<file path="config.mk">
export PLATFORM = sky130hd
export DESIGN_NAME = dcc_codec
export DESIGN_NICKNAME = d
export VERILOG_FILES = /design/src/hdl/dcc_pkg.sv /design/src/hdl/dcc_skid_buf.sv /design/src/hdl/dcc_rx_parse.sv /design/src/hdl/dcc_codec.sv
export SDC_FILE = /design/constraint.sdc
export NUM_CORES = 1
export LEC_CHECK = 0
export ABC_CLOCK_PERIOD_IN_PS = 3600
export BUFFER_PORTS_ARGS = -buffer_cell sky130_fd_sc_hd__buf_2
export CORE_MARGIN = 3
export CORE_UTILIZATION = 40
export CTS_CLUSTER_SIZE = 14
export DETAILED_ROUTE_END_ITERATION = 16
export PLACE_DENSITY = 0.65
export SETUP_SLACK_MARGIN = 0.1
export SYNTH_ARGS = -nofsm -noshare
export SYNTH_HDL_FRONTEND = slang
export SYNTH_SLANG_ARGS = --single-unit
</file>
<file path="constraint.sdc">
create_clock -name clk -period 3.6 [get_ports clk]
set_clock_uncertainty 0.2 [all_clocks]
set_input_delay 0.72 -clock clk [delete_from_list [all_inputs] [get_ports clk]]
set_output_delay 0.72 -clock clk [all_outputs]
set_load 0.1 [all_outputs]
</file>
<file path="src/hdl/dcc_pkg.sv">
package dcc_pkg;

  // ----------------------------------------------------------------
  // timing
  // ----------------------------------------------------------------
  localparam int unsigned CLK_HZ     = 50_000_000;
  localparam int unsigned CYCLE_MS   = 100;
  localparam int unsigned CYCLE_CYC  = CYCLE_MS * (CLK_HZ / 1000);
  localparam int unsigned CNT_W      = 23;

  // ----------------------------------------------------------------
  // frame identifiers and layout
  // ----------------------------------------------------------------
  localparam logic [10:0] ID_VEH_FAULT = 11'h102;
  localparam logic [10:0] ID_STN_CAP   = 11'h108;
  localparam logic [10:0] ID_STN_STAT  = 11'h109;
  localparam logic [3:0]  FRAME_DLC    = 4'h8;
  localparam logic [3:0]  RX_MIN_DLC   = 4'h6;
  localparam int unsigned FRM_W        = 11 + 4 + 64;

  // frame 108 byte positions
  localparam int unsigned B108_WELD    = 0;
  localparam int unsigned B108_VAVAIL  = 1;
  localparam int unsigned B108_IAVAIL  = 3;
  localparam int unsigned B108_VTHRESH = 4;
  // frame 109 byte positions
  localparam int unsigned B109_PROTO   = 0;
  localparam int unsigned B109_VOUT    = 1;
  localparam int unsigned B109_IOUT    = 3;
  localparam int unsigned B109_STAT    = 5;
  localparam int unsigned B109_REM10S  = 6;
  localparam int unsigned B109_REMMIN  = 7;
  // frame 109 status byte bits
  localparam int unsigned S_CHARGING   = 0;
  localparam int unsigned S_FAULT      = 1;
  localparam int unsigned S_LOCKED     = 2;
  localparam int unsigned S_INCOMPAT   = 3;
  localparam int unsigned S_VEH_PROB   = 4;
  localparam int unsigned S_STOPPING   = 5;
  // frame 102 positions
  localparam int unsigned B102_FAULT   = 4;
  localparam int unsigned B102_STAT    = 5;
  localparam int unsigned F_CURR_DEV   = 2;
  localparam int unsigned F_TEMP_HIGH  = 3;
  localparam int unsigned F_VOLT_DEV   = 4;
  localparam int unsigned F_CHG_EN     = 0;

  // ----------------------------------------------------------------
  // reset values
  // ----------------------------------------------------------------
  localparam logic [63:0] DATA_RST = 64'h0000_0000_0000_0000;
  localparam logic        FLAG_RST = 1'b0;

endpackage

</file>
<file path="src/hdl/dcc_skid_buf.sv">
`timescale 1ns/1ps
module dcc_skid_buf (
  // clock and reset
  input  wire logic                     clk,
  input  wire logic                     resetn,
  // filling side
  input  wire logic                     in_valid,
  input  wire logic [dcc_pkg::FRM_W-1:0] in_data,
  output logic                          in_ready,
  // draining side
  output logic                          out_valid,
  output logic [dcc_pkg::FRM_W-1:0]      out_data,
  input  wire logic                     out_ready
);

  // ----------------------------------------------------------------
  // state: output stage plus one skid entry
  // ----------------------------------------------------------------
  typedef struct packed {
    logic                     out_valid;
    logic [dcc_pkg::FRM_W-1:0] out_data;
    logic                     skid_valid;
    logic [dcc_pkg::FRM_W-1:0] skid_data;
  } dcc_buf_t;

  dcc_buf_t s_reg, s_next;

  always_comb begin
    s_next = s_reg;
    if (s_reg.out_valid && out_ready) begin
      s_next.out_valid  = s_reg.skid_valid;
      s_next.out_data   = s_reg.skid_data;
      s_next.skid_valid = 1'b0;
    end
    // ready is registered, so a write only arrives while the skid is free
    if (in_valid && !s_reg.skid_valid) begin
      if (!s_next.out_valid) begin
        s_next.out_valid = 1'b1;
        s_next.out_data  = in_data;
      end else begin
        s_next.skid_valid = 1'b1;
        s_next.skid_data  = in_data;
      end
    end
  end

  always_ff @(posedge clk or negedge resetn) begin
    if (!resetn) begin
      s_reg <= '0;
    end else begin
      s_reg <= s_next;
    end
  end

  assign in_ready  = !s_reg.skid_valid;
  assign out_valid = s_reg.out_valid;
  assign out_data  = s_reg.out_data;
endmodule

</file>
<file path="src/hdl/dcc_rx_parse.sv">
`timescale 1ns/1ps
module dcc_rx_parse (
  // clock and reset
  input  wire logic        clk,
  input  wire logic        resetn,
  // received frame
  input  wire logic        rx_valid,
  input  wire logic [10:0] rx_id,
  input  wire logic        rx_ide,
  input  wire logic        rx_error,
  input  wire logic [3:0]  rx_dlc,
  input  wire logic [63:0] rx_data,
  // held vehicle flags, plus a one-cycle frame-seen pulse
  output logic             veh_curr_dev,
  output logic             veh_temp_high,
  output logic             veh_volt_dev,
  output logic             veh_chg_enable,
  output logic             veh_frame_seen
);

  // ----------------------------------------------------------------
  // state
  // ----------------------------------------------------------------
  typedef struct packed {
    logic curr_dev;
    logic temp_high;
    logic volt_dev;
    logic chg_en;
    logic seen;
  } dcc_rx_t;

  dcc_rx_t s_reg, s_next;
  logic    good;

  // error frames, extended ids and short frames never touch the flags
  assign good = rx_valid && !rx_error && !rx_ide &&
                rx_id == dcc_pkg::ID_VEH_FAULT &&
                rx_dlc >= dcc_pkg::RX_MIN_DLC;

  always_comb begin
    s_next      = s_reg;
    s_next.seen = good;
    if (good) begin
      // only the assigned bits are picked out; the rest are ignored
      s_next.curr_dev  = rx_data[8*dcc_pkg::B102_FAULT +
                                 dcc_pkg::F_CURR_DEV];
      s_next.temp_high = rx_data[8*dcc_pkg::B102_FAULT +
                                 dcc_pkg::F_TEMP_HIGH];
      s_next.volt_dev  = rx_data[8*dcc_pkg::B102_FAULT +
                                 dcc_pkg::F_VOLT_DEV];
      s_next.chg_en    = rx_data[8*dcc_pkg::B102_STAT +
                                 dcc_pkg::F_CHG_EN];
    end
  end

  always_ff @(posedge clk or negedge resetn) begin
    if (!resetn) begin
      s_reg <= '0;
    end else begin
      s_reg <= s_next;
    end
  end

  assign veh_curr_dev   = s_reg.curr_dev;
  assign veh_temp_high  = s_reg.temp_high;
  assign veh_volt_dev   = s_reg.volt_dev;
  assign veh_chg_enable = s_reg.chg_en;
  assign veh_frame_seen = s_reg.seen;
endmodule

</file>
<file path="src/hdl/dcc_codec.sv">
`timescale 1ns/1ps
// What this block does
// - frame 108 byte 0: welding-detection support, zero means unsupported
// - frame 108 bytes 1-2 carry maximum available voltage, 1 V per count
// - frame 108 byte 3 carries maximum available current, 1 A per count
// - frame 108 bytes 4-5 carry battery-protection stop threshold voltage
// - frame 109 byte 0 carries supported control protocol number
// - frame 109 bytes 1-2 carry present output voltage, 1 V per count
// - frame 109 byte 3 carries present output current, 1 A per count
// - frame 109 byte 6 carries remaining time in 10 s units
// - frame 109 byte 7 carries remaining time in minutes
// - frame 109 byte 5 bit 0: 0 standby, 1 transferring energy
// - frame 109 byte 5 bit 1: station fault detected
// - frame 109 byte 5 bit 2: connector lock engaged
// - frame 109 byte 5 bit 3: vehicle battery incompatible
// - frame 109 byte 5 bit 4: vehicle-side problem detected
// - frame 109 byte 5 bit 5: shutting down or stopping
// - standard 11-bit identifiers only, link at 500 kbit/s
// - frames of one cycle go out in ascending identifier order
// - frames repeat every 100 ms throughout charging
// - received frames are never echoed back
// - error frames are discarded and update nothing
module dcc_codec #(
  parameter int unsigned PERIOD_CYC = dcc_pkg::CYCLE_CYC
) (
  // clock and reset
  input  wire logic        clk,
  input  wire logic        resetn,
  // charging session
  input  wire logic        session_active,
  // station capability
  input  wire logic [7:0]  weld_detect_support,
  input  wire logic [15:0] avail_volt,
  input  wire logic [7:0]  avail_curr,
  input  wire logic [15:0] thresh_volt,
  input  wire logic [7:0]  proto_num,
  // station measurements
  input  wire logic [15:0] out_volt,
  input  wire logic [7:0]  out_curr,
  input  wire logic [7:0]  remain_10s,
  input  wire logic [7:0]  remain_min,
  // station status
  input  wire logic        st_charging,
  input  wire logic        st_fault,
  input  wire logic        st_locked,
  input  wire logic        st_incompat,
  input  wire logic        st_veh_problem,
  input  wire logic        st_stopping,
  // frame to link controller
  output logic             tx_valid,
  output logic [10:0]      tx_id,
  output logic             tx_ide,
  output logic [3:0]       tx_dlc,
  output logic [63:0]      tx_data,
  input  wire logic        tx_ready,
  // frame from link controller
  input  wire logic        rx_valid,
  input  wire logic [10:0] rx_id,
  input  wire logic        rx_ide,
  input  wire logic        rx_error,
  input  wire logic [3:0]  rx_dlc,
  input  wire logic [63:0] rx_data,
  // vehicle flags
  output logic             veh_curr_dev,
  output logic             veh_temp_high,
  output logic             veh_volt_dev,
  output logic             veh_chg_enable,
  output logic             veh_frame_seen,
  // cycle status
  output logic             cycle_overrun
);

  // ----------------------------------------------------------------
  // state
  // ----------------------------------------------------------------
  typedef enum logic [1:0] {
    ST_IDLE = 2'b00,
    ST_S108 = 2'b01,
    ST_S109 = 2'b10
  } dcc_st_t;

  typedef struct packed {
    dcc_st_t                  st;
    logic [dcc_pkg::CNT_W-1:0] cnt;
    logic                     pend;
    logic                     active_d;
    logic                     ide;
    logic                     overrun;
  } dcc_top_t;

  localparam logic [dcc_pkg::CNT_W-1:0] CNT_LAST =
    dcc_pkg::CNT_W'(PERIOD_CYC - 1);

  dcc_top_t                  s_reg, s_next;
  logic [63:0]               data108;
  logic [63:0]               data109;
  logic [7:0]                stat_byte;
  logic                      push;
  logic                      buf_in_ready;
  logic [dcc_pkg::FRM_W-1:0] frame_in;
  logic [dcc_pkg::FRM_W-1:0] frame_out;
  logic                      tick;

  // ----------------------------------------------------------------
  // frame contents
  // ----------------------------------------------------------------
  // multi-byte values go low byte first
  always_comb begin
    data108 = dcc_pkg::DATA_RST;
    data108[8*dcc_pkg::B108_WELD +: 8]     = weld_detect_support;
    data108[8*dcc_pkg::B108_VAVAIL +: 16]  = avail_volt;
    data108[8*dcc_pkg::B108_IAVAIL +: 8]   = avail_curr;
    data108[8*dcc_pkg::B108_VTHRESH +: 16] = thresh_volt;
  end

  always_comb begin
    stat_byte = 8'h00;
    stat_byte[dcc_pkg::S_CHARGING] = st_charging;
    stat_byte[dcc_pkg::S_FAULT]    = st_fault;
    stat_byte[dcc_pkg::S_LOCKED]   = st_locked;
    stat_byte[dcc_pkg::S_INCOMPAT] = st_incompat;
    stat_byte[dcc_pkg::S_VEH_PROB] = st_veh_problem;
    stat_byte[dcc_pkg::S_STOPPING] = st_stopping;
  end

  always_comb begin
    data109 = dcc_pkg::DATA_RST;
    data109[8*dcc_pkg::B109_PROTO +: 8]  = proto_num;
    data109[8*dcc_pkg::B109_VOUT +: 16]  = out_volt;
    data109[8*dcc_pkg::B109_IOUT +: 8]   = out_curr;
    data109[8*dcc_pkg::B109_STAT +: 8]   = stat_byte;
    data109[8*dcc_pkg::B109_REM10S +: 8] = remain_10s;
    data109[8*dcc_pkg::B109_REMMIN +: 8] = remain_min;
  end

  // only frames built here enter the transmit path, never received ones
  always_comb begin
    if (s_reg.st == ST_S109) begin
      frame_in = {dcc_pkg::ID_STN_STAT, dcc_pkg::FRAME_DLC, data109};
    end else begin
      frame_in = {dcc_pkg::ID_STN_CAP, dcc_pkg::FRAME_DLC, data108};
    end
  end

  assign push = (s_reg.st != ST_IDLE) && buf_in_ready;
  assign tick = session_active && s_reg.cnt == CNT_LAST;

  // ----------------------------------------------------------------
  // cycle timer and sequencer
  // ----------------------------------------------------------------
  always_comb begin
    s_next          = s_reg;
    s_next.active_d = session_active;
    s_next.ide      = 1'b0;
    if (!session_active) begin
      s_next.cnt  = '0;
      s_next.pend = 1'b0;
    end else if (!s_reg.active_d) begin
      // first cycle goes out at once when the session starts
      s_next.cnt  = '0;
      s_next.pend = 1'b1;
    end else if (tick) begin
      s_next.cnt  = '0;
      s_next.pend = 1'b1;
      // a cycle still waiting means the link stalled for a whole period
      s_next.overrun = s_reg.pend || s_reg.st != ST_IDLE;
    end else begin
      s_next.cnt = s_reg.cnt + 1'b1;
    end
    case (s_reg.st)
      ST_IDLE: begin
        if (s_reg.pend && session_active) begin
          s_next.st   = ST_S108;
          s_next.pend = tick;
        end
      end
      ST_S108: begin
        if (push) begin
          s_next.st = ST_S109;
        end
      end
      ST_S109: begin
        if (push) begin
          s_next.st = ST_IDLE;
        end
      end
      default: begin
        s_next.st = ST_IDLE;
      end
    endcase
  end

  always_ff @(posedge clk or negedge resetn) begin
    if (!resetn) begin
      s_reg <= '0;
    end else begin
      s_reg <= s_next;
    end
  end

  // ----------------------------------------------------------------
  // transmit buffer and receive side
  // ----------------------------------------------------------------
  // two entries let a receiver stall for a frame without losing 109
  dcc_skid_buf u_buf (
    .clk       (clk),
    .resetn    (resetn),
    .in_valid  (s_reg.st != ST_IDLE),
    .in_data   (frame_in),
    .in_ready  (buf_in_ready),
    .out_valid (tx_valid),
    .out_data  (frame_out),
    .out_ready (tx_ready)
  );

  dcc_rx_parse u_rx (
    .clk            (clk),
    .resetn         (resetn),
    .rx_valid       (rx_valid),
    .rx_id          (rx_id),
    .rx_ide         (rx_ide),
    .rx_error       (rx_error),
    .rx_dlc         (rx_dlc),
    .rx_data        (rx_data),
    .veh_curr_dev   (veh_curr_dev),
    .veh_temp_high  (veh_temp_high),
    .veh_volt_dev   (veh_volt_dev),
    .veh_chg_enable (veh_chg_enable),
    .veh_frame_seen (veh_frame_seen)
  );

  assign tx_id         = frame_out[dcc_pkg::FRM_W-1 -: 11];
  assign tx_dlc        = frame_out[67:64];
  assign tx_data       = frame_out[63:0];
  assign tx_ide        = s_reg.ide;
  assign cycle_overrun = s_reg.overrun;
endmodule

</file>
# Word level (Yosys, flattened, before mapping)

Cells that the tools add are included.
Widths: inputs -> output; s select.

Register bits: 193
Input port bits: 188

Magnitude comparators: 1
Reduce and logical (&&, ||, !) cells: 17
Muxes and demuxes: 15
Add/subtract/negate cells: 1
Equality and inequality tests: 7

Operators with widths:

| operator              | number |
|---|---|
| $mux 160              | 1 |
| $mux 81               | 1 |
| $mux 80               | 1 |
| $mux 79               | 1 |
| $mux 69               | 1 |
| $mux 24               | 2 |
| $add 23x1->23 const B | 1 |
| $eq 23x23->1 const B  | 1 |
| $mux 23               | 1 |
| $eq 11x9->1 const B   | 1 |
| $logic_and 1x1->1     | 8 |
| $mux 2                | 3 |
| $ne 2x2->1 const B    | 3 |
| $pmux 2 s3            | 1 |
| $reduce_and 3->1      | 2 |
| $ge 4x3->1 const B    | 1 |
| $logic_not 1->1       | 3 |
| $mux 1                | 3 |
| $eq 2x1->1 const B    | 1 |
| $eq 2x2->1 const B    | 1 |
| $logic_not 2->1       | 1 |
| $reduce_and 2->1      | 1 |
| $reduce_bool 2->1     | 1 |
| $logic_or 1x1->1      | 1 |

# Longest topological paths before layout

Gate-level depths: netlist of the first run.

Depth after elaboration: 7
Depth in mapped cells: 7
Mapped depth without buffers: 4

# Modules after synthesis

A second synthesis of the first run with hierarchy kept.

Cell total of the unflattened synthesis: 745
Area, all modules: 9,781.9 um^2

By module, submodules not included:

| module       | cells an instance | area an instance (um^2) | instances |
|---|---|---|---|
| dcc_skid_buf | 510               | 7,523.5                 | 1 |
| dcc_codec    | 217               | 2,018.2                 | 1 |
| dcc_rx_parse | 18                | 240.2                   | 1 |

# Worst setup path before layout of the first run

OpenSTA, ideal clock, no wires.

Path type: reg2reg
From: reg u_buf.s_reg, in the netlist u_buf.out_valid
To: reg u_buf.s_reg[57] in the netlist's numbering
Path slack: 1.257 ns
Buffers on the path: 3
Data required time: 3.268 ns
Cell stages (with the launch flop): 8
Setup time: 0.132 ns
Arrival time: 2.011 ns
Period minus slack after synthesis: 2.343 ns
Cell sequence: dfrtp_1 > nand2b_1 > or3_1 > buf_2 > buf_6 > buf_2 > nand2_1 > o21ai_1

Cells in the longest elaborated chain, start to end: 3

Ends and longest elaborated chain:

| element                        | RTL line           | RTL |
|---|---|---|
| start: declaration             | dcc_skid_buf.sv:26 | `dcc_buf_t s_reg, s_next;` |
| start signal: assignment       | dcc_skid_buf.sv:51 | `s_reg <= s_next;` |
| $logic_and 1x1->1              | dcc_skid_buf.sv:30 | `if (s_reg.out_valid && out_ready) begin` |
| $mux 81 (*)                    | dcc_skid_buf.sv:30 |  |
| $reduce_and 2->1 (no line) (*) | -                  |  |

Mark *: on every way between the ends. The rest lies on a longest branch, timed or not.
A chain may end at the register's enable or synchronous reset.

# Worst setup path in the final report of the first run

From: reg u_buf.s_reg, in the netlist u_buf.out_valid
To: out tx_valid

RTL lines:

| element          | RTL line        | RTL |
|---|---|---|
| end: declaration | dcc_codec.sv:50 | `output logic tx_valid,` |

No word-level cell between the ends.

==> impl_metrics.csv, run 1 <==
group,metric,value,unit
outcome,status,"finished, final reports clean",
critical_path,path_max_fanout,32,
critical_path,critPathLaunchType,"register",
critical_path,critPathLaunch,"u_buf.out_valid$_DFF_PN0_",
critical_path,reg2reg_from,"s_reg[27]$_DFFE_PN0P_",
final_layout,num_antenna_cells,0,
logic_synthesis,yosysTopAreaCell,"dfrtp_1",
clock_network,clk_latency,0.42,ns
final_layout,drive_above_1_share,27.9,%
routing,vias,6462,
final_layout,fin_util,47.0,%
critical_path,crit_slowest_cell,"dfrtp_2",
routing,dr.pass1.iters,4,
critical_path,r2r_end,"u_buf.s_reg[23]$_DFFE_PN0P_",
critical_path,worst-r2r-cell-count,4,
hold_path,hold_path_class,"in -> async",
timing,period_needed,2.64,ns
floorplanning,ios,275,
global_routing,grt_max_degree,104,
clock_network,cts_made_buffers,17,
final_layout,layout.nets,1154,
floorplanning,die_h,153,microns
logic_synthesis,synth_top_area_share,52.1,%
timing,hold_viol,0,
timing,grt_setup_unrepaired,"false",
logic_synthesis,syn-cell-area,8650,sq um
placement,gp_congestion,0.788,
critical_path,critPathTopFamily,"flip-flops",
critical_path,crit_buf_inv,1,
logic_synthesis,yosysUniqueCellTypes,43,
critical_path,cp-end-kind,"output pin",
logic_synthesis,synthTopCellsByArea,"dfrtp_1 52%, buf_4 7.5%, and3_1 5.6%",
routing,drt_iter0_drc,315,
routing,wl,20.3,mm
critical_path,critPathMaxStageDelay,0.74,ns
critical_path,crit_cells,1,
timing,setup-violations-final,0,
placement,io_buffers,212,
logic_synthesis,ys_seq_area_share,52.1,%
clock_network,cts_tree,"yes",
logic_synthesis,synth_common_cells,"180 x dfrtp_1, 106 x nand2_1, 87 x buf_4",
timing,drv_slew,0,
clock_network,htree_levels,4,
floorplanning,die-area,23400,sq um
timing,period_share,73.3,%
global_routing,overflow,0,
critical_path,cp-endpoint,"tx_valid",
timing,fin_ws,0.960,ns
critical_path,path_cells,"buf_2",
clock_network,post_cts_buffers,0,
critical_path,ff2ff_setup_slack,0.97,ns
logic_synthesis,synth_edf_count,0,
timing,slew_headroom,28.5,%
logic_synthesis,syn_area_per_cell,9.98,sq um
logic_synthesis,synth-main-ff-cell,"dfrtp_1",
routing,drc,0,
global_routing,grt_pass1_wl,32.7,mm
routing,antenna_left,0,
timing,tns,0,ns
logic_synthesis,synth_seq_cells,180,
critical_path,worstPathArrival,1.72,ns
power,ir_drop,0.645,mV
floorplanning,row_count,53,
placement,dp_hpwl,13.0,mm
global_routing,grt_usage,16.9,%
power,p_total,9900,uW
clock_network,ctsResizeCount,0,
timing,whs,0.123,ns
logic_synthesis,synthArstFlopShare,100,%
job,maxCapViolCount,0,
clock_network,hold_buffers,0,
power,cellPowerDensity,995,nW/um^2
critical_path,critical_path_class,"reg -> out",
critical_path,crit_required,2.68,ns
power,leakage,0.00488,uW
timing,fmax,379,MHz
timing,worst_pin_slew,1.07,ns
floorplanning,core_area,21200,sq um
global_routing,grt_pass1_vias,6269,
clock_network,clock-root-buffer,"clkbuf_16",
logic_synthesis,synth_warnings,0,
global_routing,antenna_found_initial,0,
placement,dp_slack,0.698,ns
clock_network,clk_pin_slew_worst_paths,0.07,ns
routing,vias_per_cell,5.16,
routing,wl_per_cell,16.2,microns
clock_network,clock-sinks,180,
logic_synthesis,synth.net_count,1056,
floorplanning,initial_core_util,40.9,%
final_layout,area_growth,14.9,%
final_layout,largest_reg_flops,79,
clock_network,clk_path_buf_depth,2,
logic_synthesis,synth_cells,867,
logic_synthesis,post-synth-top-count-cell,"dfrtp_1",
floorplanning,die_w,153,microns
[power by group]
| group | switching [uW] | leakage [uW] | internal [uW] |
|---|---|---|---|
| sequential | 378 | 0.00232 | 2690 |
| combinational | 3970 | 0.00227 | 945 |
| clock | 814 | 0.000293 | 1100 |
[per-stage QoR]
step,std cells,area (sq um)
3_5_place_dp,1221,9340
6_report,1253,9940
5_1_grt,1253,9940
2_1_floorplan,867,8650
3_3_place_gp,1221,9340
4_1_cts,1253,9940
[layout by cell type, fill, tap and decap left out, types with 5 or more instances in the layout]
| cell | n |
|---|---|
| nor2_1 | 22 |
| dfrtp_1 | 179 |
| o21ai_0 | 7 |
| buf_2 | 211 |
| inv_1 | 5 |
| mux2_2 | 5 |
| buf_12 | 5 |
| nand4_1 | 7 |
| clkbuf_16 | 17 |
| mux2i_1 | 40 |
| buf_4 | 8 |
| o21ai_1 | 65 |
| and3_1 | 78 |
| a21oi_1 | 73 |
| xor2_1 | 12 |
| a211oi_1 | 64 |
| nand3_1 | 6 |
| nand2_1 | 105 |
[cells by family after synthesis]
group | synth area share (%)
DFF | 52.1
buffers and inverters | 10.7
AOI/OAI and AO/OA | 15.0
adders and majority gates | 0.145
and+or+nand+nor | 15.3
xor gates and xnor gates | 1.42
muxes | 5.28
other | 0.0433
[layout make-up]
cell class	instances	area, sq um
Tap cell	275	344
Clock buffer	18	429
Fill cell	2023	11200
Sequential cell	180	4510
Inverter	5	18.8
Multi-Input combinational cell	536	3240
Timing Repair Buffer	225	1230
Clock inverter	14	175
[how the worst min path moves through the flow]
stage | to | slack [ns] | cells after the start
2_1_floorplan | cycle_overrun$_DFFE_PN0P_ | 0.22 | 0
3_3_place_gp | u_buf.s_reg[71]$_DFFE_PN0P_ | 0.25 | 1
3_5_place_dp | u_buf.s_reg[71]$_DFFE_PN0P_ | 0.26 | 1
4_1_cts | u_buf.out_data[7]$_DFF_PN0_ | 0.13 | 1
5_1_grt | u_buf.out_data[7]$_DFF_PN0_ | 0.16 | 1
6_report | u_buf.s_reg[9]$_DFFE_PN0P_ | 0.12 | 1
[routing by layer]
metal / wire length [microns] / track usage, % / vias up
met5: 0 / 0 / -
met4: 230 / 5.22 / 0
met3: 918 / 3.54 / 12
met2: 9780 / 26.7 / 158
li1: - / - / 3172
met1: 9360 / 23.6 / 3120
(Power assumes the default switching activity.)
==> run 2, diff against run 1 <==
ABC_CLOCK_PERIOD_IN_PS = 2500   (was 3600)
clock period = 2.5 ns   (was 3.6 ns; I/O delays follow)
==> run 2 against run 1 <==
Effect of this change:
- register-to-register slack got worse by 0.46 ns
- cell count increased by 0.72%
- combinational power increased by 46%
- via count about the same
- core utilization increased by 0.42 points
- first-iteration DRC count increased by 33%
- global-route usage increased by 0.48 points
- worst setup slack got worse by 0.50 ns
- hold slack got worse by 0.045 ns
- sequential cell count unchanged
- count of clock-buffer cells in the layout increased by 4
- sequential power increased by 43%
- critical path type unchanged
- largest cell class unchanged
==> impl_metrics.csv, run 2 (same netlist as run 1, synthesis figures left out) <==
group,metric,value,unit
final_layout,largest_reg_flops,79,
routing,wl_met3,983,microns
critical_path,critPathLaunchType,"register",
timing,drv_slew,0,
hold_path,holdPathStages,1,
power,ir_drop,0.864,mV
routing,wl,20.1,mm
timing,whs,0.0778,ns
critical_path,crit_slowest_cell,"dfrtp_2",
timing,tns,0,ns
critical_path,path_cells,"buf_2",
global_routing,antenna_found_initial,0,
critical_path,crit_cells,1,
hold_path,hold_path_class,"in -> reg",
clock_network,clock-sinks,180,
power,cellPowerDensity,1430,nW/um^2
clock_network,clk_pin_slew_worst_paths,0.06,ns
floorplanning,ios,275,
power,p_total,14400,uW
timing,period_share,81.5,%
clock_network,clock-root-buffer,"clkbuf_16",
power,seqPwrFrac,30.5,%
power,leakage,0.00494,uW
power,power.internal,6930,uW
final_layout,area_growth,15.9,%
global_routing,grt_max_degree,133,
floorplanning,die_w,153,microns
placement,gp_congestion,0.814,
timing,grt_setup_unrepaired,"false",
final_layout,final_common_cell,"buf_2",
clock_network,clk_latency,0.42,ns
floorplanning,core_area,21200,sq um
floorplanning,die-area,23400,sq um
critical_path,crit_required,1.80,ns
global_routing,overflow,0,
routing,vias_per_cell,5.12,
routing,wl_met1,9.38,mm
critical_path,critPathTopFamily,"flip-flops",
global_routing,grt_usage,17.4,%
floorplanning,die_h,153,microns
outcome,status,"finished, final reports clean",
floorplanning,initial_core_util,40.9,%
routing,drc,0,
routing,antenna_left,0,
routing,drt_iter0_drc,418,
critical_path,path_max_fanout,9,
critical_path,critPathMaxStageDelay,0.46,ns
critical_path,cp-end-kind,"output pin",
routing,vias,6460,
power,power_frac_clock,19.5,%
routing,wl_per_cell,15.9,microns
final_layout,final_cell_mix,"211 x buf_2, 179 x dfrtp_1, 105 x nand2_1, 78 x and3_1, 73 x a21oi_1",
final_layout,layout.nets,1164,
clock_network,hold_buffers,1,
timing,period_needed,2.04,ns
floorplanning,row_count,53,
critical_path,crit_buf_inv,1,
global_routing,grt_pass1_wl,33.9,mm
clock_network,post_cts_buffers,0,
routing,dr.pass1.iters,4,
clock_network,htree_levels,4,
job,maxCapViolCount,0,
clock_network,ctsResizeCount,0,
clock_network,cts_tree,"yes",
final_layout,num_antenna_cells,0,
timing,worst_pin_slew,0.575,ns
critical_path,worstPathArrival,1.34,ns
final_layout,nFillCells,1988,
timing,setup-violations-final,0,
final_layout,drive_above_1_share,28.4,%
final_layout,multi_input_area,3240,sq um
routing,wl_met2,9.47,mm
timing,hold_viol,0,
placement,dp_hpwl,13.0,mm
power,power.net_switching,7430,uW
timing,slew_headroom,61.7,%
clock_network,clk_path_buf_depth,2,
critical_path,worst-r2r-cell-count,5,
global_routing,grt_pass1_vias,6571,
clock_network,cts_made_buffers,17,
critical_path,critical_path_class,"reg -> out",
placement,io_buffers,212,
power,combPwrFrac,50.0,%
power,switching_share,51.7,%
final_layout,seq_area,4510,sq um
timing,fmax,491,MHz
routing,top_layer,"met4",
==> run 2: changes by cell type in the layout (fill, tap and decap cells not counted), sizes merged <==
cell         delta
clkinvlp        -1
clkinv          -3
inv             -1
buf             +9
dlygate4sd3     +1
clkbuf          +4
==> run 2: final cells by class <==
cell class              instances  area share (%)
repair buffers                235            13.0
inverters                       5           0.187
flip-flops and latches        180            44.9
clock buffers                  22            4.73
clock inverters                 9            1.41
well taps                     275            3.43
multi-input cells             536            32.3
==> run 2: path summary, 6_finish.rpt <==
kind | from | end | slack (ns)
setup / recovery | u_buf.out_valid$_DFF_PN0_ | tx_valid | 0.46
hold / removal | session_active | s_reg[2]$_DFF_PN0_ | 0.08
setup reg to reg | u_buf.out_valid$_DFF_PN0_ | u_buf.out_data[46]$_DFF_PN0_ | 0.51
hold reg to reg | u_buf.s_reg[71]$_DFFE_PN0P_ | u_buf.s_reg[71]$_DFFE_PN0P_ | 0.27
max in group asynchronous | resetn | u_buf.s_reg[25]$_DFFE_PN0P_ | 1.02
min in group asynchronous | resetn | u_buf.s_reg[9]$_DFFE_PN0P_ | 0.32
==> run 2: per-layer routing <==
| layer | track usage, % | up-vias |
|---|---|---|
| li1 | - | 3199 |
| met1 | 24.7 | 3084 |
| met2 | 27.0 | 160 |
| met3 | 3.74 | 17 |
| met4 | 5.05 | 0 |
| met5 | 0 | - |
==> run 2: worst register-to-register path, delay by kind of cell, from the launching register on <==
kind	cells	cell delay [ns]
AO/OA/AOI/OAI	3	0.63
buffers and inverters	2	0.60
flip-flops	1	0.48
==> run 2: power groups by stage <==
stage / clock, uW / sequential, uW / combinational (uW)
finish: 2800 / 4380 / 7180
global route: 3000 / 4510 / 7600
CTS: 2890 / 4380 / 7220
detailed placement: 0 / 4430 / 7190
global placement: 0 / 4390 / 7120
floorplan: 0 / 4320 / 6710
==> run 2: metrics by stage <==
stage	worst slack [ns]	cells	utilization, %	cell area, sq um
after detailed placement	0.472	1230	44.5	9410
after global routing	0.366	1262	47.4	10000
after CTS	0.425	1262	47.4	10000
after global placement	0.465	1230	44.5	9410
after floorplan	0.157	867	-	8650
final	0.462	1262	47.4	10000
==> run 3, diff against run 2 <==
ABC_CLOCK_PERIOD_IN_PS = 1800   (was 2500)
PLACE_DENSITY = 0.68   (was 0.65)
clock period = 1.8 ns   (was 2.5 ns; I/O delays follow)
==> run 3 against run 2 <==
Effect of this change:
- the flow now finishes with violations (negative setup slack)
- via count rose by 13%
- non-clock buffer count rose by 89
- combinational power rose by 70%
- critical path type is now reg -> reg
- largest cell class unchanged
- critical path depth rose by 6
- core utilization rose by 9.3 points
- clock power rose by 31%
- sequential cell count did not move
- first-iteration DRC count rose by 34%
- die area did not move
- cell area rose by 20%
- worst setup slack got worse by 0.51 ns
- critical endpoint is now u_buf.out_data[41]$_DFF_PN0_
- count of clock-buffer cells in the layout fell by 4
==> impl_metrics.csv, run 3 (same netlist as run 1, synthesis figures left out) <==
group,metric,value,unit
global_routing,grt_pass1_vias,7150,
final_layout,nFillCells,1750,
routing,antenna_left,0,
global_routing,overflow,0,
timing,worst_pin_slew,0.557,ns
critical_path,crit_buf_inv,4,
floorplanning,die-area,23400,sq um
routing,wl_met3,1.49,mm
floorplanning,core_area,21200,sq um
routing,wl_per_cell,18.1,microns
critical_path,critPathLaunchType,"register",
final_layout,design_area,12000,sq um
critical_path,path_cells,"buf_6 > a211oi_4 > buf_12 > buf_12 > buf_8 > a211oi_1 > a21oi_1",
timing,period_share,103,%
critical_path,crit_required,1.94,ns
routing,drc,0,
critical_path,crit_top_cell,"buf_12",
clock_network,clk_pin_slew_worst_paths,0.07,ns
hold_path,hold_path_class,"in -> reg",
clock_network,clk_latency,0.43,ns
routing,vias,7269,
timing,whs,0.0244,ns
final_layout,final_cell_mix,"177 x dfrtp_1, 125 x buf_2, 111 x buf_4, 78 x and3_1, 76 x nand2_1",
placement,dp_hpwl,14.3,mm
final_layout,area_growth,38.7,%
final_layout,num_antenna_cells,0,
timing,period_needed,1.85,ns
floorplanning,row_count,53,
outcome,violations,"negative setup slack",
power,cellPowerDensity,1850,nW/um^2
global_routing,grt_pass1_wl,36.9,mm
clock_network,clock-sinks,180,
global_routing,grt_usage,19.3,%
global_routing,antenna_found_initial,0,
job,maxCapViolCount,0,
floorplanning,die_h,153,microns
final_layout,largest_reg_flops,79,
final_layout,seq_area,4510,sq um
routing,vias_per_cell,5.37,
clock_network,htree_levels,4,
clock_network,clk_path_buf_depth,2,
timing,grt_setup_unrepaired,"true",
clock_network,cts_made_buffers,17,
routing,wl,24.5,mm
final_layout,fin_util,56.7,%
placement,io_buffers,212,
power,ir_drop,0.996,mV
routing,top_layer,"met4",
final_layout,final_common_cell,"dfrtp_1",
routing,wl_met2,12.2,mm
critical_path,critPathMaxStageDelay,0.50,ns
floorplanning,ios,275,
timing,fin_ws,-0.0504,ns
floorplanning,die_w,153,microns
timing,setup-violations-final,25,
timing,hold_viol,0,
timing,slew_headroom,62.9,%
timing,fmax,540,MHz
global_routing,grt_max_degree,65,
final_layout,layout.nets,1254,
clock_network,cts_tree,"yes",
floorplanning,initial_core_util,40.9,%
routing,dr.pass1.iters,5,
final_layout,multi_input_area,3730,sq um
critical_path,worstPathArrival,1.99,ns
critical_path,path_max_fanout,5,
critical_path,cp-end-kind,"register",
placement,gp_congestion,0.776,
outcome,status,"complete, but fails checks",
final_layout,drive_above_1_share,40.1,%
critical_path,critPathTopFamily,"buffers and inverters",
critical_path,critical_path_class,"reg -> reg",
placement,placed_cell_area,9810,sq um
routing,wl_met1,10.3,mm
critical_path,crit_slowest_cell,"dfrtp_4",
routing,drt_iter0_drc,560,
timing,drv_slew,0,
power,leakage,0.00571,uW
clock_network,clock-root-buffer,"clkbuf_16",
[run 3: changes by cell type in the layout (fill, tap and decap cells not counted), sizes merged]
cell	before	now
buf	234	290
bufinv	3	1
clkbuf	22	26
clkinv	2	6
dlygate4sd3	1	26
inv	8	11
or3	5	6
[run 3: cell type report]
class	count	share of cell area, %
repair buffers	324	23.4
well taps	275	2.87
clock inverters	14	1.20
flip-flops and latches	180	37.6
inverters	5	0.156
clock buffers	18	3.66
multi-input cells	537	31.1
[run 3: path summary, 6_finish.rpt]
| check | from | end | slack (ns) | cells after the start |
|---|---|---|---|---|
| worst max-delay path | u_buf.out_valid$_DFF_PN0_ | u_buf.out_data[41]$_DFF_PN0_ | -0.05 | 7 |
| worst min-delay path | thresh_volt[3] | u_buf.s_reg[35]$_DFFE_PN0P_ | 0.02 | 3 |
| worst max register to register | u_buf.out_valid$_DFF_PN0_ | u_buf.out_data[41]$_DFF_PN0_ | -0.05 | 7 |
| worst min register to register | u_buf.s_reg[63]$_DFFE_PN0P_ | u_buf.s_reg[63]$_DFFE_PN0P_ | 0.28 | 2 |
| max in group asynchronous | resetn | u_buf.s_reg[2]$_DFFE_PN0P_ | 0.64 | 3 |
| min in group asynchronous | resetn | u_buf.out_data[35]$_DFF_PN0_ | 0.17 | 2 |
[run 3: through the flow]
| stage | setup slack, ns | TNS (ns) | total power [uW] | cells |
|---|---|---|---|---|
| 3_3_place_gp | -0.0687 | -0.274 | 16300 | 1263 |
| 3_5_place_dp | -0.0856 | -0.366 | 16500 | 1263 |
| 5_1_grt | -0.0740 | -2.97 | 23100 | 1353 |
| 6_report | -0.0504 | -0.361 | 22200 | 1353 |
| 2_1_floorplan | -0.0590 | -3.75 | 15400 | 867 |
| 4_1_cts | 0.00296 | 0 | 21000 | 1335 |
[run 3: repair_timing]
item | CTS | global route
gates cloned | 6 | 8
endpoints found under the setup margin | 190 | 187
setup buffers | 8 | 10
resized for setup | 107 | 137
hold endpoints to repair | 221 | 0
pin swaps | 4 | 7
hold buffers | 26 | 0
[run 3: where the power goes]
| group | internal, uW | switching [uW] |
|---|---|---|
| Clock | 1990 | 1680 |
| Sequential | 5390 | 952 |
| Combinational | 3610 | 8610 |
| Total | 11000 | 11200 |
[run 3: worst min-delay path: cells and delay by family]
kind	cells	cell delay, ns
and+or+nand+nor	1	0.10
buffers and inverters	1	0.09
AOI/OAI and AO/OA	1	0.06
[run 3: layer usage]
layer,GRT usage [%],vias to the layer above
met4,5.47,0
met1,25.5,3586
li1,-,3388
met3,4.30,39
met5,0,-
met2,32.0,256
